===== config.mk =====
export PLATFORM = sky130hd
export DESIGN_NAME = debug_link_ack_handshake_abort
export DESIGN_NICKNAME = d
export VERILOG_FILES = /design/src/logic/debug_ack_pkg.sv /design/src/logic/debug_link_ack_handshake_abort.sv
export SDC_FILE = /design/constraint.sdc
export NUM_CORES = 1
export LEC_CHECK = 0
export BUFFER_PORTS_ARGS = -buffer_cell sky130_fd_sc_hd__buf_4
export CORE_AREA = 2 2 79 81
export DETAILED_ROUTE_END_ITERATION = 16
export DIE_AREA = 0 0 81 83
export GPL_TIMING_DRIVEN = 0
export PLACE_DENSITY_LB_ADDON = 0.25
export SLEW_MARGIN = 15
export SYNTH_ARGS = -nofsm -noshare
export SYNTH_HDL_FRONTEND = slang
export SYNTH_SLANG_ARGS = --single-unit

===== constraint.sdc =====
create_clock -name pclk -period 2 [get_ports pclk]
set_input_delay 0.2 -clock pclk [delete_from_list [all_inputs] [get_ports pclk]]
set_output_delay 0.2 -clock pclk [all_outputs]
set_load 0.01 [all_outputs]

===== src/logic/debug_ack_pkg.sv =====
// shared constants and types for the debug link acknowledge and abort block
package debug_ack_pkg;

   // timing counts, in debug clock cycles
   localparam int ACK_LOW_CYCLES  = 16;
   localparam int MIN_GAP_CYCLES  = 32;
   localparam int SYNC_MIN_CYCLES = 128;
   localparam int ABORT_MIN_CYCLES = 4;
   localparam int SPEEDUP_CYCLES  = 1;

   // register byte offsets
   localparam logic [7:0] CTRL_OFFSET   = 8'h00;
   localparam logic [7:0] STATUS_OFFSET = 8'h04;

   // control register fields
   localparam int CTRL_CLKSEL_BIT = 0;
   localparam int CTRL_ACKEN_BIT  = 1;

   // status register fields
   localparam int STAT_PENDING_BIT = 0;
   localparam int STAT_WSF_BIT     = 1;
   localparam int STAT_CPUREQ_BIT  = 2;
   localparam int STAT_ACKEN_BIT   = 3;
   localparam int STAT_STATE_LSB   = 4;

   // reset values
   localparam logic RESET_CLKSEL = 1'b0;
   localparam logic RESET_ACKEN  = 1'b0;

   typedef enum logic [1:0] {
      CMD_OTHER   = 2'b00,
      CMD_CPU     = 2'b01,
      CMD_ACK_EN  = 2'b10,
      CMD_ACK_DIS = 2'b11
   } cmd_class_type;

   typedef enum logic [2:0] {
      ST_IDLE     = 3'b000,
      ST_EXEC     = 3'b001,
      ST_GAP      = 3'b010,
      ST_ACK_LOW  = 3'b011,
      ST_ACK_HIGH = 3'b100
   } ack_state_type;

   // command from the serial decoder, pulsed at the 16th cycle of its last bit
   typedef struct packed {
      logic          valid;
      cmd_class_type cls;
   } cmd_type;

   // debug pin drive as two signals
   typedef struct packed {
      logic out;
      logic oe;
   } pin_drive_type;

   // apb request
   typedef struct packed {
      logic        sel;
      logic        enable;
      logic        write;
      logic [7:0]  addr;
      logic [31:0] wdata;
   } apb_req_type;

endpackage


===== src/logic/debug_link_ack_handshake_abort.sv =====
// acknowledge handshake and abort logic for the single-wire debug link
//
// Overview of operation
// - processor commands report completion by handshake
// - ack is 16 cycles low then speedup high
// - ack starts at least 32 cycles after command end
// - processor executes command, completion triggers ack
// - wait/stop before execution: no ack, pending stays
// - processor command arriving during wait/stop is discarded
// - no nested acks; abort before new command
// - pending ack never times out
// - long low then high aborts with sync
// - short low of four cycles aborts silently
// - next falling edge after abort starts command
// - processor command runs at next instruction boundary
// - pending flag high while command waits
// - wait/stop failure flag set on failed command
// - handshake enabled by command, off after reset
// - only processor commands and enable get acks
`timescale 1ns/1ns

module debug_link_ack_handshake_abort #(
   parameter int ACK_LOW_CYCLES   = debug_ack_pkg::ACK_LOW_CYCLES,
   parameter int MIN_GAP_CYCLES   = debug_ack_pkg::MIN_GAP_CYCLES,
   parameter int SYNC_MIN_CYCLES  = debug_ack_pkg::SYNC_MIN_CYCLES,
   parameter int ABORT_MIN_CYCLES = debug_ack_pkg::ABORT_MIN_CYCLES,
   parameter int SPEEDUP_CYCLES   = debug_ack_pkg::SPEEDUP_CYCLES
) (
   // clock and reset
   input  wire logic                        pclk,
   input  wire logic                        presetn,
   // apb slave
   input  wire logic                        psel,
   input  wire logic                        penable,
   input  wire logic                        pwrite,
   input  wire logic [7:0]                  paddr,
   input  wire logic [31:0]                 pwdata,
   output logic      [31:0]                 prdata,
   output logic                             pready,
   output logic                             pslverr,
   // command decoder
   input  wire debug_ack_pkg::cmd_type      cmd,
   output logic                             first_bit,
   output logic                             sync_request,
   output logic                             abort_done,
   // processor side
   output logic                             cpu_req,
   input  wire logic                        cpu_done,
   input  wire logic                        cpu_wait_stop,
   output logic                             debug_clock_source_select,
   // debug pin
   input  wire logic                        debug_pin_in,
   output debug_ack_pkg::pin_drive_type     debug_pin
);

   localparam int CW = 8;

   generate
      if (ACK_LOW_CYCLES < 1 || MIN_GAP_CYCLES < 1 || SPEEDUP_CYCLES < 1
          || ABORT_MIN_CYCLES < 2 || SYNC_MIN_CYCLES <= ABORT_MIN_CYCLES
          || SYNC_MIN_CYCLES > 254 || ACK_LOW_CYCLES > 255
          || MIN_GAP_CYCLES > 255 || SPEEDUP_CYCLES > 255) begin : g_bad_param
         $error("debug_link_ack_handshake_abort: timing parameter out of range");
      end
   endgenerate

   localparam logic [CW-1:0] ACK_LAST   = CW'(ACK_LOW_CYCLES - 1);
   localparam logic [CW-1:0] SPD_LAST   = CW'(SPEEDUP_CYCLES - 1);
   localparam logic [CW-1:0] GAP_MIN    = CW'(MIN_GAP_CYCLES);
   localparam logic [CW-1:0] ABORT_LAST = CW'(ABORT_MIN_CYCLES - 1);
   localparam logic [CW-1:0] SYNC_MIN   = CW'(SYNC_MIN_CYCLES);
   localparam logic [CW-1:0] CNT_MAX    = 8'hff;

   typedef struct packed {
      debug_ack_pkg::ack_state_type state;
      logic [CW-1:0]                gap_cnt;
      logic [CW-1:0]                ack_cnt;
      logic [CW-1:0]                low_cnt;
      logic                         pin_prev;
      logic                         clk_sel;
      logic                         ack_en;
      logic                         ack_wanted;
      logic                         pending;
      logic                         wait_stop_failure_flag;
      logic                         cpu_req;
      logic                         resync;
      logic                         first_bit;
      logic                         sync_pulse;
      logic                         abort_pulse;
      logic                         pin_out;
      logic                         pin_oe;
      logic [31:0]                  rdata;
      logic                         slverr;
   } state_type;

   debug_ack_pkg::apb_req_type apb;
   state_type                  s_reg;
   state_type                  s_next;
   logic                       driving;
   logic                       fall_edge;
   logic                       rise_edge;
   logic                       abort_now;
   logic                       setup_phase;
   logic                       wr_access;
   logic                       addr_ok;

   assign apb.sel    = psel;
   assign apb.enable = penable;
   assign apb.write  = pwrite;
   assign apb.addr   = paddr;
   assign apb.wdata  = pwdata;

   assign driving     = s_reg.pin_oe;
   // the pin is only watched while we are not driving it, so our own ack is not an abort
   assign fall_edge   = !driving && s_reg.pin_prev && !debug_pin_in;
   assign rise_edge   = !driving && !s_reg.pin_prev && debug_pin_in;
   assign setup_phase = apb.sel && !apb.enable;
   assign wr_access   = apb.sel && apb.enable && apb.write;
   assign addr_ok     = (apb.addr == debug_ack_pkg::CTRL_OFFSET)
                        || (apb.addr == debug_ack_pkg::STATUS_OFFSET);

   // abort only counts against an outstanding acknowledge; plain bits never reach here
   assign abort_now = !driving && !debug_pin_in && (s_reg.low_cnt == ABORT_LAST)
                      && s_reg.ack_wanted
                      && (s_reg.state == debug_ack_pkg::ST_EXEC
                          || s_reg.state == debug_ack_pkg::ST_GAP);

   always_comb begin
      s_next             = s_reg;
      s_next.first_bit   = 1'b0;
      s_next.sync_pulse  = 1'b0;
      s_next.abort_pulse = 1'b0;
      s_next.pin_prev    = debug_pin_in;

      // low-time measurement on the shared pin
      if (driving || debug_pin_in) begin
         s_next.low_cnt = '0;
      end else if (s_reg.low_cnt != CNT_MAX) begin
         s_next.low_cnt = s_reg.low_cnt + 8'h01;
      end
      if (rise_edge && s_reg.low_cnt >= SYNC_MIN) begin
         s_next.sync_pulse = 1'b1;
      end

      // time since command end, saturating
      if (cmd.valid) begin
         s_next.gap_cnt = '0;
      end else if (s_reg.gap_cnt != CNT_MAX) begin
         s_next.gap_cnt = s_reg.gap_cnt + 8'h01;
      end

      // apb writes; hardware updates further down take precedence
      if (wr_access && apb.addr == debug_ack_pkg::CTRL_OFFSET) begin
         s_next.clk_sel = apb.wdata[debug_ack_pkg::CTRL_CLKSEL_BIT];
         s_next.ack_en  = apb.wdata[debug_ack_pkg::CTRL_ACKEN_BIT];
      end
      if (wr_access && apb.addr == debug_ack_pkg::STATUS_OFFSET
          && apb.wdata[debug_ack_pkg::STAT_WSF_BIT]) begin
         s_next.wait_stop_failure_flag = 1'b0;
      end

      if (cmd.valid && cmd.cls == debug_ack_pkg::CMD_ACK_EN) begin
         s_next.ack_en = 1'b1;
      end
      if (cmd.valid && cmd.cls == debug_ack_pkg::CMD_ACK_DIS) begin
         s_next.ack_en = 1'b0;
      end

      unique case (s_reg.state)
         debug_ack_pkg::ST_IDLE: begin
            // a flag left by a wait/stop failure does not block: a later success or a status write clears it
            if (cmd.valid && cmd.cls == debug_ack_pkg::CMD_CPU) begin
               if (cpu_wait_stop) begin
                  s_next.pending = 1'b1;
                  s_next.wait_stop_failure_flag     = 1'b1;
               end else begin
                  s_next.pending    = 1'b1;
                  s_next.cpu_req    = 1'b1;
                  s_next.ack_wanted = s_reg.ack_en;
                  s_next.state      = debug_ack_pkg::ST_EXEC;
               end
            end else if (cmd.valid && cmd.cls == debug_ack_pkg::CMD_ACK_EN) begin
               s_next.ack_wanted = 1'b1;
               s_next.state      = debug_ack_pkg::ST_GAP;
            end
         end
         debug_ack_pkg::ST_EXEC: begin
            // no timeout here: only completion or wait/stop leave this state;
            // a command arriving meanwhile is ignored, so acknowledges never nest
            if (cpu_done) begin
               s_next.cpu_req = 1'b0;
               s_next.pending = 1'b0;
               s_next.wait_stop_failure_flag     = 1'b0;
               s_next.state   = (s_reg.ack_wanted && !abort_now) ?
                                debug_ack_pkg::ST_GAP : debug_ack_pkg::ST_IDLE;
            end else if (cpu_wait_stop) begin
               s_next.cpu_req    = 1'b0;
               s_next.wait_stop_failure_flag        = 1'b1;
               s_next.ack_wanted = 1'b0;
               s_next.state      = debug_ack_pkg::ST_IDLE;
            end
         end
         debug_ack_pkg::ST_GAP: begin
            if (s_reg.gap_cnt >= GAP_MIN && !abort_now) begin
               s_next.ack_cnt = '0;
               s_next.pin_oe  = 1'b1;
               s_next.pin_out = 1'b0;
               s_next.state   = debug_ack_pkg::ST_ACK_LOW;
            end
         end
         debug_ack_pkg::ST_ACK_LOW: begin
            if (s_reg.ack_cnt == ACK_LAST) begin
               s_next.ack_cnt = '0;
               s_next.pin_out = 1'b1;
               s_next.state   = debug_ack_pkg::ST_ACK_HIGH;
            end else begin
               s_next.ack_cnt = s_reg.ack_cnt + 8'h01;
            end
         end
         debug_ack_pkg::ST_ACK_HIGH: begin
            if (s_reg.ack_cnt == SPD_LAST) begin
               s_next.pin_oe     = 1'b0;
               s_next.pin_out    = 1'b0;
               s_next.ack_wanted = 1'b0;
               s_next.state      = debug_ack_pkg::ST_IDLE;
            end else begin
               s_next.ack_cnt = s_reg.ack_cnt + 8'h01;
            end
         end
         default: begin
            s_next.state   = debug_ack_pkg::ST_IDLE;
            s_next.pin_oe  = 1'b0;
            s_next.pin_out = 1'b0;
         end
      endcase

      // abort drops the acknowledge; a running processor access still completes
      if (abort_now) begin
         s_next.ack_wanted  = 1'b0;
         s_next.abort_pulse = 1'b1;
         s_next.resync      = 1'b1;
         if (s_reg.state == debug_ack_pkg::ST_GAP) begin
            s_next.state = debug_ack_pkg::ST_IDLE;
         end
      end else if (s_reg.resync && fall_edge) begin
         s_next.resync    = 1'b0;
         s_next.first_bit = 1'b1;
      end

      // register read data is captured in the setup phase so prdata comes from a flop
      s_next.rdata  = '0;
      s_next.slverr = 1'b0;
      if (setup_phase) begin
         s_next.slverr = !addr_ok;
         if (apb.addr == debug_ack_pkg::CTRL_OFFSET) begin
            s_next.rdata[debug_ack_pkg::CTRL_CLKSEL_BIT] = s_reg.clk_sel;
            s_next.rdata[debug_ack_pkg::CTRL_ACKEN_BIT]  = s_reg.ack_en;
         end else if (apb.addr == debug_ack_pkg::STATUS_OFFSET) begin
            s_next.rdata[debug_ack_pkg::STAT_PENDING_BIT] = s_reg.pending;
            s_next.rdata[debug_ack_pkg::STAT_WSF_BIT]     = s_reg.wait_stop_failure_flag;
            s_next.rdata[debug_ack_pkg::STAT_CPUREQ_BIT]  = s_reg.cpu_req;
            s_next.rdata[debug_ack_pkg::STAT_ACKEN_BIT]   = s_reg.ack_en;
            s_next.rdata[debug_ack_pkg::STAT_STATE_LSB +: 3] = s_reg.state;
         end
      end else if (apb.sel) begin
         s_next.rdata  = s_reg.rdata;
         s_next.slverr = s_reg.slverr;
      end
   end

   always_ff @(posedge pclk or negedge presetn) begin
      if (!presetn) begin
         s_reg            <= '0;
         s_reg.state      <= debug_ack_pkg::ST_IDLE;
         s_reg.pin_prev   <= 1'b1;
         s_reg.clk_sel    <= debug_ack_pkg::RESET_CLKSEL;
         s_reg.ack_en     <= debug_ack_pkg::RESET_ACKEN;
      end else begin
         s_reg <= s_next;
      end
   end

   assign prdata                    = s_reg.rdata;
   assign pready                    = 1'b1;
   assign pslverr                   = apb.sel && apb.enable && s_reg.slverr;
   assign first_bit                 = s_reg.first_bit;
   assign sync_request              = s_reg.sync_pulse;
   assign abort_done                = s_reg.abort_pulse;
   assign cpu_req                   = s_reg.cpu_req;
   assign debug_clock_source_select = s_reg.clk_sel;
   assign debug_pin.out             = s_reg.pin_out;
   assign debug_pin.oe              = s_reg.pin_oe;

endmodule // debug_link_ack_handshake_abort


==> metrics, run 1 <==
status finished clean; kind of critical path reg -> reg; register bit total from synthesis 48; core footprint 5816 um^2; reg2reg setup slack 190 ps; maximum vdd drop 0.3498 mV; Maximum Capacitance Violations 0; Top Ports 92; Final #Nets 430; Bufs and invs on worst path 0; Synth Warn # 0; worst slew pin tran 603.0 ps; Power Internal 0.001611 W; CTS Buf Count 5; Synth cell types 67; via count 2320; Final Cycle Share 90.38%; top cells by count, synth dfrtp_1 (47), buf_4 (35), nor2_1 (24), o21ai_0 (18), nand2_1 (17); Total Power 0.002373 W; final wirelength 5.783 mm; WL/cell 12.88 um; number of flops mapped to enable cells by yosys 0; sw frac 32.13%; share of layout cells above drive strength 1 26.20%; end of the worst register-to-register path s_reg[54]; Die ar. 6723 um^2; CP Data Required Time 2230 ps; post-place setup slack 221.2 ps; DR vias/cell 5.167; Worst Reg-to-Reg Cells 5; dpl hpwl 4.227 mm; max FFs per register 34; Post-Syn Instances 305; Comb pwr share 26.5%; vias in the first global route 2134; Hold Crit Class in -> reg; Synth Area per Inst 9.550 um^2; RR Startpoint s_reg[46]; antenna viol nets, final 0; Die X 81 um; Final Hold Vio Count 0; Power Dens Cells 682.1 nW/um^2; IO buf count 35; Worst setup EP type flip-flop; final core occ 59.83%; Hold Path End debug_clock_source_select; Post-route DRC 0; worst-path cell chain ha_1 > and4bb_2 > a31o_2 > a22oi_4 > mux2i_1; clk slew on worst S/H paths 90 ps; max frequency 553.2 MHz; Flop pwr share 47.9%; CTS H-tree lvls 2; Critical-path top delay cell dfrtp_1; first-pass GRT wire length 9.577 mm; CP max FO 8; initial antenna violation count 0; clock period minus worst slack 1808 ps; RSZ-0062 raised after global routing no; maximum clock insertion buffer count 2; Pleak 1.633 nW; Slew HR 59.80%; Diodes inserted 0; Synth top area share 40.38%; Psw 0.0007625 W; Initial DRC Count 104; placement row count 28; Clk pwr share 25.5%; First-pass DRT Iterations 4; cell with the most instances after synthesis dfrtp_1; area leader, netlist dfrtp_1; Finish-stage setup viols 0; mapped cell area 2913 um^2; Post-synth ARST share 100.0%; Worst EP arrival 2040 ps; clk sink count 48; Top delay family on crit path compound AO/OA/AOI/OAI gates; Initial Util 50.09%; Top FF cell, synth dfrtp_1; clock tree from TritonCTS built; Tot GR Track Use 17.86%; max-slew violations 0; synthesis-to-layout area growth 19.46%; synth top area cells dfrtp_1 (40%), buf_4 (9.0%), o21ai_0 (3.1%); skew final 4.329 ps; Setup Total Neg Slack 0 ps; largest net degree at the start of global routing 49; sequential share of the synthesized area 41.28%; hold wc startpoint pwdata[0]; die height 83 um; critical path's largest stage delay 420 ps; Startpoint Class flip-flop; CTS root buf clkbuf_8; routability congestion estimate 0.8481; grt ovf 0; Clk Latency, worst-skew pair 300 ps; final worst slack 192.4 ps; hold depth 2
[metal layers]
metal / track usage [%] / routed length (um) / share of wire, % / vias up
li1: - / - / - / 1166
met1: 23.36 / 2656 / 46 / 1088
met2: 29.30 / 2763 / 48 / 61
met3: 4.130 / 295 / 5.1 / 5
met4: 5.085 / 67 / 1.2 / 0
met5: 0 / 0 / 0 / -
[power by group through the flow]
stage               combinational (W)  clock [W]  sequential, W
finish                       0.000630   0.000606        0.00114
global route                 0.000699   0.000668        0.00115
CTS                          0.000621   0.000624        0.00113
detailed placement           0.000618          0        0.00115
global placement             0.000603          0        0.00115
floorplan                    0.000474          0        0.00113
[worst max-delay path by stage]
stage | start | to | slack [ps] | depth (start not counted)
after floorplan | s_reg[46] | s_reg[54] | 370 | 5
after global placement | s_reg[46] | s_reg[54] | 230 | 5
after detailed placement | s_reg[46] | s_reg[55] | 220 | 5
after CTS | s_reg[46] | s_reg[55] | 190 | 5
after global routing | s_reg[54] | s_reg[55] | 50 | 5
final | s_reg[46] | s_reg[54] | 190 | 5
[final cells by class]
| class | count | area (um^2) |
|---|---|---|
| fill | 528 | 2336 |
| multi-input combinational | 224 | 1434 |
| sequential | 48 | 1202 |
| buffer | 44 | 324.1 |
| timing repair buffer | 37 | 282.8 |
| tap | 75 | 93.84 |
| clock buffer | 7 | 86.33 |
| inverter | 13 | 48.80 |
| clock inverter | 1 | 7.507 |
[what timing repair did]
action,4_1_cts,5_1_grt
resized for setup,0,1
endpoints found under the setup margin,0,5
buffers inserted,0,0
hold buffers,1,1
hold endpoints to repair,47,1
[layout by cell type, fill, tap and decap left out, types with 3 or more instances in the layout]
cell type / count
a21oi_1: 13
a22o_1: 5
a31oi_1: 4
and2_1: 5
and3_1: 5
buf_4: 70
clkbuf_1: 7
clkbuf_8: 8
conb_1: 26
dfrtp_1: 47
ha_1: 6
inv_1: 13
mux2i_1: 8
nand2_1: 17
nand3_1: 9
nand3b_1: 3
nand4_1: 3
nor2_1: 24
nor3_1: 8
o2111ai_1: 3
o21a_1: 3
o21ai_0: 18
o21ai_1: 3
o22ai_1: 4
xnor2_1: 4
xor2_1: 5
[metrics by stage]
step	cells	hold slack, ps	instance area [um^2]
2_1_floorplan	329	-95.59	3003
4_1_cts	448	7.967	3463
3_5_place_dp	439	258.0	3359
5_1_grt	449	113.1	3480
6_report	449	124.8	3480
3_3_place_gp	439	255.2	3359
[cells by family (layout without fill, tap and decap cells)]
kind of cell	count (synthesis)	in the layout	share of synthesized area, %
compound gates	72	72	16.88
xor+xnor	9	9	2.706
fa+ha+maj	6	6	2.577
buf+inv	57	102	12.80
flops	48	48	41.28
mux	9	9	3.136
other cells	2	26	0.2578
simple gates	102	102	20.36
(Power assumes the default switching activity.)
==> run 2, diff against run 1 <==
--- a/config.mk
+++ b/config.mk
@@ -9,7 +9,6 @@
 export CORE_AREA = 2 2 79 81
 export DETAILED_ROUTE_END_ITERATION = 16
 export DIE_AREA = 0 0 81 83
-export GPL_TIMING_DRIVEN = 0
 export PLACE_DENSITY_LB_ADDON = 0.25
 export SLEW_MARGIN = 15
 export SYNTH_ARGS = -nofsm -noshare
==> run 2 against run 1 <==
  * Total power decreased by 0.99%
  * Sequential power is essentially flat
  * Largest power group unchanged
  * Sequential share of layout area rose by 3.3 points
  * Via count down 3.1%
  * Core utilization fell by 5.2 points
  * Die area did not move
  * Critical path depth unchanged
  * Clock skew grew 5.2 ps
  * Design area is 8.7% lower
  * Final cell count down 9.1%
==> metrics, run 2 (synthesized netlist as in run 1, its figures left out) <==
Final #Nets 389 (-9.5%); antenna viol nets, final 0 (unchanged); clock period minus worst slack 1774 ps (-33.30 ps); final core occ 54.63% (-5.2 points); max FFs per register 34 (unchanged); grt ovf 0 (unchanged); Tot GR Track Use 16.52% (-1.3 points); critical path's largest stage delay 440 ps (+20 ps); skew final 9.561 ps (+5.232 ps); Final Cycle Share 88.72% (-1.7 points); Power Dens Cells 739.7 nW/um^2 (+8.4%); worst slew pin tran 605.1 ps (+2.118 ps); Final Hold Vio Count 0 (unchanged); Post-route DRC 0 (unchanged); RSZ-0062 raised after global routing no; clk sink count 48 (unchanged); die height 83 um (unchanged); dpl hpwl 3.913 mm (-7.4%); Worst setup EP type flip-flop; CTS H-tree lvls 2 (unchanged); first-pass GRT wire length 9.004 mm (-6.0%); initial antenna violation count 0 (unchanged); Diodes inserted 0 (unchanged); CP max FO 8 (unchanged); post-CTS setup buffer count 0 (unchanged); Die ar. 6723 um^2 (unchanged); Clk Latency, worst-skew pair 300 ps (about the same); Initial Util 50.09% (unchanged); Setup Total Neg Slack 0 ps (unchanged); Top Ports 92 (unchanged); maximum clock insertion buffer count 2 (unchanged); Worst EP arrival 2010 ps (-30 ps); clock tree from TritonCTS built; DR vias/cell 5.512 (+6.7%); via count 2249 (-3.1%); Critical-path top delay cell dfrtp_1; vias in the first global route 2015 (-5.6%); Finish-stage setup viols 0 (unchanged); WL/cell 13.47 um (+4.6%); IO buf count 35 (unchanged); final wirelength 5.495 mm (-5.0%); Startpoint Class flip-flop; CP Data Required Time 2230 ps (about the same); largest net degree at the start of global routing 49 (unchanged); routability congestion estimate 0.8168 (-3.7%); kind of critical path reg -> reg; CTS root buf clkbuf_8; Maximum Capacitance Violations 0 (unchanged); most common cell after layout, fill and taps aside dfrtp_1; maximum vdd drop 0.3053 mV (-13%); Worst Reg-to-Reg Cells 5 (unchanged); max frequency 563.6 MHz (+1.9%); synthesis-to-layout area growth 9.064%; Hold Crit Class in -> reg; core footprint 5816 um^2 (unchanged); commonest cells after routing, fill and taps aside dfrtp_1 (47), buf_4 (39), conb_1 (26); share of layout cells above drive strength 1 19.52% (-6.7 points); Total Power 0.002350 W (-0.99%); CTS Buf Count 5 (unchanged); Initial DRC Count 88 (-15%); First-pass DRT Iterations 4 (unchanged); clk slew on worst S/H paths 100 ps (about the same); status finished clean; hold depth 1 (-1); max-slew violations 0 (unchanged); worst-path cell chain ha_1 > and4bb_2 > a31o_2 > a22oi_4 > mux2i_1; Pleak 1.430 nW (-12%); Slew HR 59.66% (-0.14 points); placement row count 28 (unchanged); Die X 81 um (unchanged)
## run 2: cell types whose count changed in the layout (fill, tap and decap cells not counted), sizes merged
| cell | delta |
|---|---|
| buf | -32 |
| clkbuf | -9 |
| clkinvlp | +1 |
| dlygate4sd3 | -1 |
## run 2: through the flow
stage	hold slack [ps]	setup WS [ps]	area (um^2)	instances
final	23.35	225.7	3177	408
after global routing	11.26	100.0	3177	408
after CTS	14.70	218.9	3173	408
after detailed placement	257.4	221.0	3065	399
after global placement	252.3	240.1	3065	399
after floorplan	-95.59	373.2	3003	329
## run 2: worst paths after layout
check | startpoint | to | slack [ps]
worst min register to register | s_reg[38] | s_reg[38] | 470
max in group asynchronous | presetn | s_reg[58] | 1140
worst max register to register | s_reg[47] | s_reg[55] | 230
worst min-delay path | debug_pin_in | s_reg[45] | 20
min in group asynchronous | presetn | s_reg[59] | 450
worst max-delay path | s_reg[47] | s_reg[55] | 230
## run 2: timing repair
action                                 4_1_cts  5_1_grt
hold buffers                                 1        0
gates resized for setup                      0        1
setup endpoints to repair                    0        2
endpoints found under the hold margin       47        0
## run 2: worst max-delay path, delay by kind of cell (launching register included)
family                   cells  cell delay [ps]
AND/OR/NAND/NOR              1              250
AO/OA/AOI/OAI                2              550
adder cells (fa/ha/maj)      1              250
flip-flops                   1              440
multiplexers                 1              220
## run 2: where the power goes
part	leakage [nW]	internal [W]	total [W]	switching [W]
clock network	0.0434	0.000280	0.000614	0.000334
registers	0.632	0.00105	0.00115	0.000100
logic	0.755	0.000259	0.000588	0.000329
## run 2: routing by layer
layer | track usage (%) | wire, um | part of all wire, %
met5 | 0 | 0 | 0
met4 | 5.085 | 67 | 1.2
met3 | 3.152 | 299 | 5.4
met2 | 27.20 | 2594 | 47
met1 | 21.81 | 2533 | 46
## run 2: area by class of cell
class / instances / area, um^2
clock buffer: 6 / 82.58
fill: 557 / 2639
multi-input combinational: 224 / 1431
sequential: 48 / 1202
tap: 75 / 93.84
inverter: 13 / 48.80
clock inverter: 2 / 15.01
timing repair buffer: 40 / 302.8
